<file path="config.mk">
export PLATFORM = sky130hd
export DESIGN_NAME = iskip_unit
export DESIGN_NICKNAME = d
export VERILOG_FILES = /design/src/iskip_unit.v
export VERILOG_INCLUDE_DIRS = /design/src
export SDC_FILE = /design/constraint.sdc
export NUM_CORES = 1
export LEC_CHECK = 0
export ABC_AREA = 1
export BUFFER_PORTS_ARGS = -buffer_cell sky130_fd_sc_hd__clkbuf_2
export CORE_ASPECT_RATIO = 0.8
export CORE_MARGIN = 2
export CORE_UTILIZATION = 46
export DETAILED_ROUTE_END_ITERATION = 6
export GPL_TIMING_DRIVEN = 0
export MAX_ROUTING_LAYER = met4
export PLACE_DENSITY_LB_ADDON = 0.08
export SYNTH_ARGS = -nofsm -noshare
export SYNTH_HDL_FRONTEND = slang
export SYNTH_SLANG_ARGS = --single-unit
</file>
<file path="constraint.sdc">
create_clock -name clk -period 1.6 [get_ports clk]
set_input_delay 0.24 -clock clk [delete_from_list [all_inputs] [get_ports clk]]
set_output_delay 0.24 -clock clk [all_outputs]
set_load 0.01 [all_outputs]
</file>
<file path="src/iskip_defs.vh">
// Purpose: constants for the increment/bit-test skip execution unit
// Assumes: one instruction cycle per clk edge while exec_valid is high
// Notes: opcode selects are plain decoded strobes from the core decoder
// How it works
// - accumulator gets memory plus one, memory unchanged
// - incremented result zero skips next instruction
// - taken skip inserts dummy, three cycles total
// - condition not met, next instruction proceeds normally
// - selected memory bit one skips next instruction
`ifndef ISKIP_DEFS_VH
`define ISKIP_DEFS_VH
`define ISKIP_ACC_RESET 8'h00
`define ISKIP_INC_STEP 8'h01
`define ISKIP_ZERO 8'h00
`define ISKIP_SKIP_CYCLES 2'h3
`define ISKIP_PLAIN_CYCLES 2'h2
`define ISKIP_ST_IDLE 2'h0
`define ISKIP_ST_SECOND 2'h1
`define ISKIP_ST_DUMMY 2'h2
`endif

</file>
<file path="src/iskip_unit.v">
// Purpose: executes the two conditional-skip instructions of the core
// Assumes: operand byte and bit select are valid with exec_valid
// Notes: a skipping instruction takes three cycles, others two
`timescale 1ns/1ns
`default_nettype none
`include "iskip_defs.vh"
module iskip_unit #(
    parameter DATA_W = 8,
    parameter BIT_W = 3
) (
    // clock and reset
    input wire clk,
    input wire reset,
    // instruction issue
    input wire exec_valid,
    input wire inc_to_acc_skip_zero,
    input wire bit_test_skip_nonzero,
    input wire [DATA_W-1:0] mem_operand,
    input wire [BIT_W-1:0] bit_select,
    // status flags in from the flag register
    input wire [5:0] flags_in,
    // results
    output wire exec_ready,
    output reg [DATA_W-1:0] accumulator_reg,
    output reg acc_write,
    output reg mem_write,
    output reg [5:0] flags_out,
    output reg flags_write,
    output reg skip_next,
    output reg dummy_cycle,
    output reg done
);
    // constants sized to the data path
    localparam [DATA_W-1:0] INC_STEP = `ISKIP_INC_STEP;
    localparam [DATA_W-1:0] ZERO_VAL = `ISKIP_ZERO;
    localparam [DATA_W-1:0] ACC_INIT = `ISKIP_ACC_RESET;

    // sequencer states
    localparam [1:0] ST_IDLE = `ISKIP_ST_IDLE;
    localparam [1:0] ST_SECOND = `ISKIP_ST_SECOND;
    localparam [1:0] ST_DUMMY = `ISKIP_ST_DUMMY;

    // sequencer
    reg [1:0] state;
    reg [1:0] next_state;

    // decode
    reg take_skip;
    wire inc_sel;
    wire bit_sel;
    wire issue;

    // operand paths
    wire [DATA_W-1:0] inc_sum;
    wire inc_zero;
    wire [DATA_W-1:0] bit_hit;
    wire bit_set;

    // sequencer milestones
    wire finish;
    wire leave_busy;
    wire enter_dummy;

    // a new instruction is only taken while idle
    assign exec_ready = (state == ST_IDLE);

    // increment wins when both selects are high
    assign inc_sel = inc_to_acc_skip_zero;
    assign bit_sel = bit_test_skip_nonzero && !inc_to_acc_skip_zero;

    assign issue = exec_valid && exec_ready && (inc_sel || bit_sel);

    // the sum wraps at the data width, so all ones gives zero
    assign inc_sum = mem_operand + INC_STEP;
    assign inc_zero = (inc_sum == ZERO_VAL);

    // one-hot compare per bit position, then or-reduce
    genvar gi;
    generate
        for (gi = 0; gi < DATA_W; gi = gi + 1) begin : bit_pick
            localparam [BIT_W-1:0] IDX = gi;
            assign bit_hit[gi] = (bit_select == IDX) && mem_operand[gi];
        end
    endgenerate

    assign bit_set = |bit_hit;

    always @* begin
        take_skip = 1'b0;
        if (inc_sel) begin
            take_skip = inc_zero;
        end else if (bit_sel) begin
            take_skip = bit_set;
        end
    end

    always @* begin
        case (state)
            ST_IDLE: begin
                if (issue) begin
                    next_state = ST_SECOND;
                end else begin
                    next_state = ST_IDLE;
                end
            end
            ST_SECOND: begin
                // a taken skip spends one more cycle on the dummy
                if (skip_next) begin
                    next_state = ST_DUMMY;
                end else begin
                    next_state = ST_IDLE;
                end
            end
            ST_DUMMY: begin
                next_state = ST_IDLE;
            end
            default: begin
                next_state = ST_IDLE;
            end
        endcase
    end

    // last cycle of the instruction, plain or skipped
    assign finish = (state == ST_SECOND && !skip_next) ||
        (state == ST_DUMMY);
    assign leave_busy = (next_state == ST_IDLE) && (state != ST_IDLE);
    assign enter_dummy = (next_state == ST_DUMMY);

    always @(posedge clk) begin
        if (reset) begin
            state <= ST_IDLE;
        end else begin
            state <= next_state;
        end
    end

    // only the increment form writes the accumulator
    always @(posedge clk) begin
        if (reset) begin
            accumulator_reg <= ACC_INIT;
        end else if (issue && inc_sel) begin
            accumulator_reg <= inc_sum;
        end
    end

    always @(posedge clk) begin
        if (reset) begin
            acc_write <= 1'b0;
        end else begin
            acc_write <= issue && inc_sel;
        end
    end

    // memory is never written back by either instruction
    always @(posedge clk) begin
        if (reset) begin
            mem_write <= 1'b0;
        end else begin
            mem_write <= 1'b0;
        end
    end

    // flags pass through untouched and are never written
    always @(posedge clk) begin
        if (reset) begin
            flags_out <= 6'h00;
        end else begin
            flags_out <= flags_in;
        end
    end

    always @(posedge clk) begin
        if (reset) begin
            flags_write <= 1'b0;
        end else begin
            flags_write <= 1'b0;
        end
    end

    // skip decision held from issue until the instruction ends
    always @(posedge clk) begin
        if (reset) begin
            skip_next <= 1'b0;
        end else if (issue) begin
            skip_next <= take_skip;
        end else if (leave_busy) begin
            skip_next <= 1'b0;
        end
    end

    // marks the inserted dummy instruction cycle
    always @(posedge clk) begin
        if (reset) begin
            dummy_cycle <= 1'b0;
        end else begin
            dummy_cycle <= enter_dummy;
        end
    end

    // one-cycle end pulse, rises together with exec_ready
    always @(posedge clk) begin
        if (reset) begin
            done <= 1'b0;
        end else begin
            done <= finish;
        end
    end

endmodule
`default_nettype wire

</file>
==> impl_metrics.json <==
{
  "synth_area_per_cell_um2": 6.77,
  "cts_buffers": 3,
  "fin_crit_ps": 1410,
  "final-setup-viol-count": 0,
  "synth_warnings": 0,
  "drt_iter0_markers": 24,
  "areaGrowthSynthToFinish_pct": 25.1,
  "peakVddDrop_uv": 703,
  "first_global_vias": 867,
  "grt_antenna_before_repair": 0,
  "critical_path_class": "reg2reg",
  "dp_hpwl_um": 1700,
  "dieHeight_um": 45.3,
  "synth_area_um2": 981,
  "place_congestion": 0.852,
  "placed_area_mm2": 0.00120,
  "ys_ff_latch": 20,
  "fmax_mhz": 709,
  "largest_reg_flops": 8,
  "clk_pin_slew_ps": 100,
  "io_buffers": 38,
  "end_kind": "flop",
  "hold_class": "in2reg",
  "clock-sinks": 20,
  "num_rows": 14,
  "cts.path.max_buffers": 2,
  "crit_required_ps": 1770,
  "fin_nets": 212,
  "io_pins": 43,
  "syn_inst": 145,
  "die_w_um": 55.6,
  "cts_tree": "built",
  "yosysSeqAreaShare_pct": 40.8,
  "ys.flop_type": "dfxtp_1",
  "skew_ps": 6.67,
  "report.final.hold_viol_count": 0,
  "synth_edf_count": 0,
  "grt_pass1_wl_um": 3640,
  "final_util_pct": 63.1,
  "first_pass_iters": 4,
  "cts_resized": 0,
  "ys_types": 26,
  "initial_core_util_pct": 50.5,
  "dpl_worst_slack_ps": 181,
  "overflow": 0,
  "diodes": 0,
  "grt_max_degree": 11,
  "post_cts_buffers": 0,
  "final_area_mm2": 0.00123,
  "drt-vias-per-instance": 4.71,
  "status": "finished clean",
  "async_flop_share_pct": 0,
  "power-per-cell-area_mw_per_mm2": 772,
  "final_max_slew_viol_count": 0,
  "period_share_pct": 88.2,
  "total_power_mw": 0.948,
  "wl_um": 2070,
  "worst_ep_arrival_time_ps": 1580,
  "max_cap_violations": 0,
  "clk_latency_ps": 290,
  "h-tree-depth": 1,
  "final_common_cell": "clkbuf_2",
  "final.setup.tns_ps": 0,
  "core_area_mm2": 0.00194,
  "setup_ws_ps": 189,
  "fill_cells": 208,
  "synth_largest_area_cell": "dfxtp_1",
  "ant_nets": 0,
  "rsz0062_at_grt": "no",
  "start_kind": "flop",
  "cts-root-buf": "clkbuf_4",
  "num_vias": 994,
  "synth_area_leaders": "dfxtp_1 (41%), inv_1 (9.9%), nand2_1 (9.9%)",
  "layout_common_cells": "clkbuf_2 (38), inv_1 (26), nand2_1 (26), nor2_1 (21), dfxtp_1 (20)",
  "die_area_mm2": 0.00252,
  "leakagePower_nw": 0.686,
  "grt_use_total_pct": 19.5,
  "post_drt_wl_per_cell_um": 9.81,
  "drive_gt1_share_pct": 28.9,
  "ctsHoldBuffers": 0,
  "drc": 0,
  "critPathMaxFanout": 10,
  "synth_top_area_share_pct": 40.8
}
==> cells by family after synthesis <==
logic type | share of synthesized area [%]
adders and majority gates | 1.28
AOI/OAI and AO/OA | 8.93
and+or+nand+nor | 32.5
DFF | 40.8
xor gates and xnor gates | 0.893
buffers and inverters | 15.2
other | 0.382
==> cells in the mapped netlist (2+ instances only) <==
cell	instances
a21oi_2	2
nand3_1	12
a21oi_1	8
nand2_1	26
dfxtp_1	20
inv_1	26
inv_2	2
o21ai_0	3
buf_2	2
buf_4	2
o21ai_1	3
nor2_1	21
nand4_1	3
nor3_1	3
==> per-layer routing <==
| layer | global-route usage (%) | part of all wire [%] | up-vias |
|---|---|---|---|
| li1 | - | - | 529 |
| met1 | 24.4 | 46 | 429 |
| met2 | 30.5 | 46 | 32 |
| met3 | 6.59 | 6.8 | 4 |
| met4 | 5.37 | 0.97 | 0 |
| met5 | - | 0 | - |
==> worst max-delay path, cell delays in order (launching register included) <==
cell	delay (ps)
dfxtp_1	310
inv_1	90
nand2_1	130
nor3_4	250
nand2_2	150
buf_6	170
a21oi_1	140
nor2_1	50
==> stage by stage <==
stage	std cells	hold slack, ps
final	211	125
after floorplan	146	347
after CTS	211	115
after global placement	208	432
after detailed placement	208	436
after global routing	211	110
==> final timing paths <==
check                                  start                         endpoint  slack (ps)  depth (start not counted)
min reg2reg  accumulator_reg[2]$_SDFFE_PP0P_  accumulator_reg[2]$_SDFFE_PP0P_         470                          2
min                              flags_in[0]          flags_out[0]$_SDFF_PP0_         120                          3
max reg2reg              state[0]$_SDFF_PP0_  accumulator_reg[4]$_SDFFE_PP0P_         190                          7
max                      state[0]$_SDFF_PP0_  accumulator_reg[4]$_SDFFE_PP0P_         190                          7
==> layout make-up <==
type,instances,area (um^2),share of cell area [%]
clock buffers,3,22.5,1.83
inverters,29,109,8.87
well taps,24,30.0,2.45
flip-flops and latches,20,400,32.6
repair buffers,38,190,15.5
multi-input cells,91,435,35.5
plain buffers,6,40.0,3.26
==> power breakdown <==
| group | switching [mW] | internal, mW | leakage, nW |
|---|---|---|---|
| Clock | 0.139 | 0.0876 | 0.0138 |
| Combinational | 0.113 | 0.0776 | 0.508 |
| Sequential | 0.00880 | 0.522 | 0.164 |
Power figures use the tool's default switching activity.
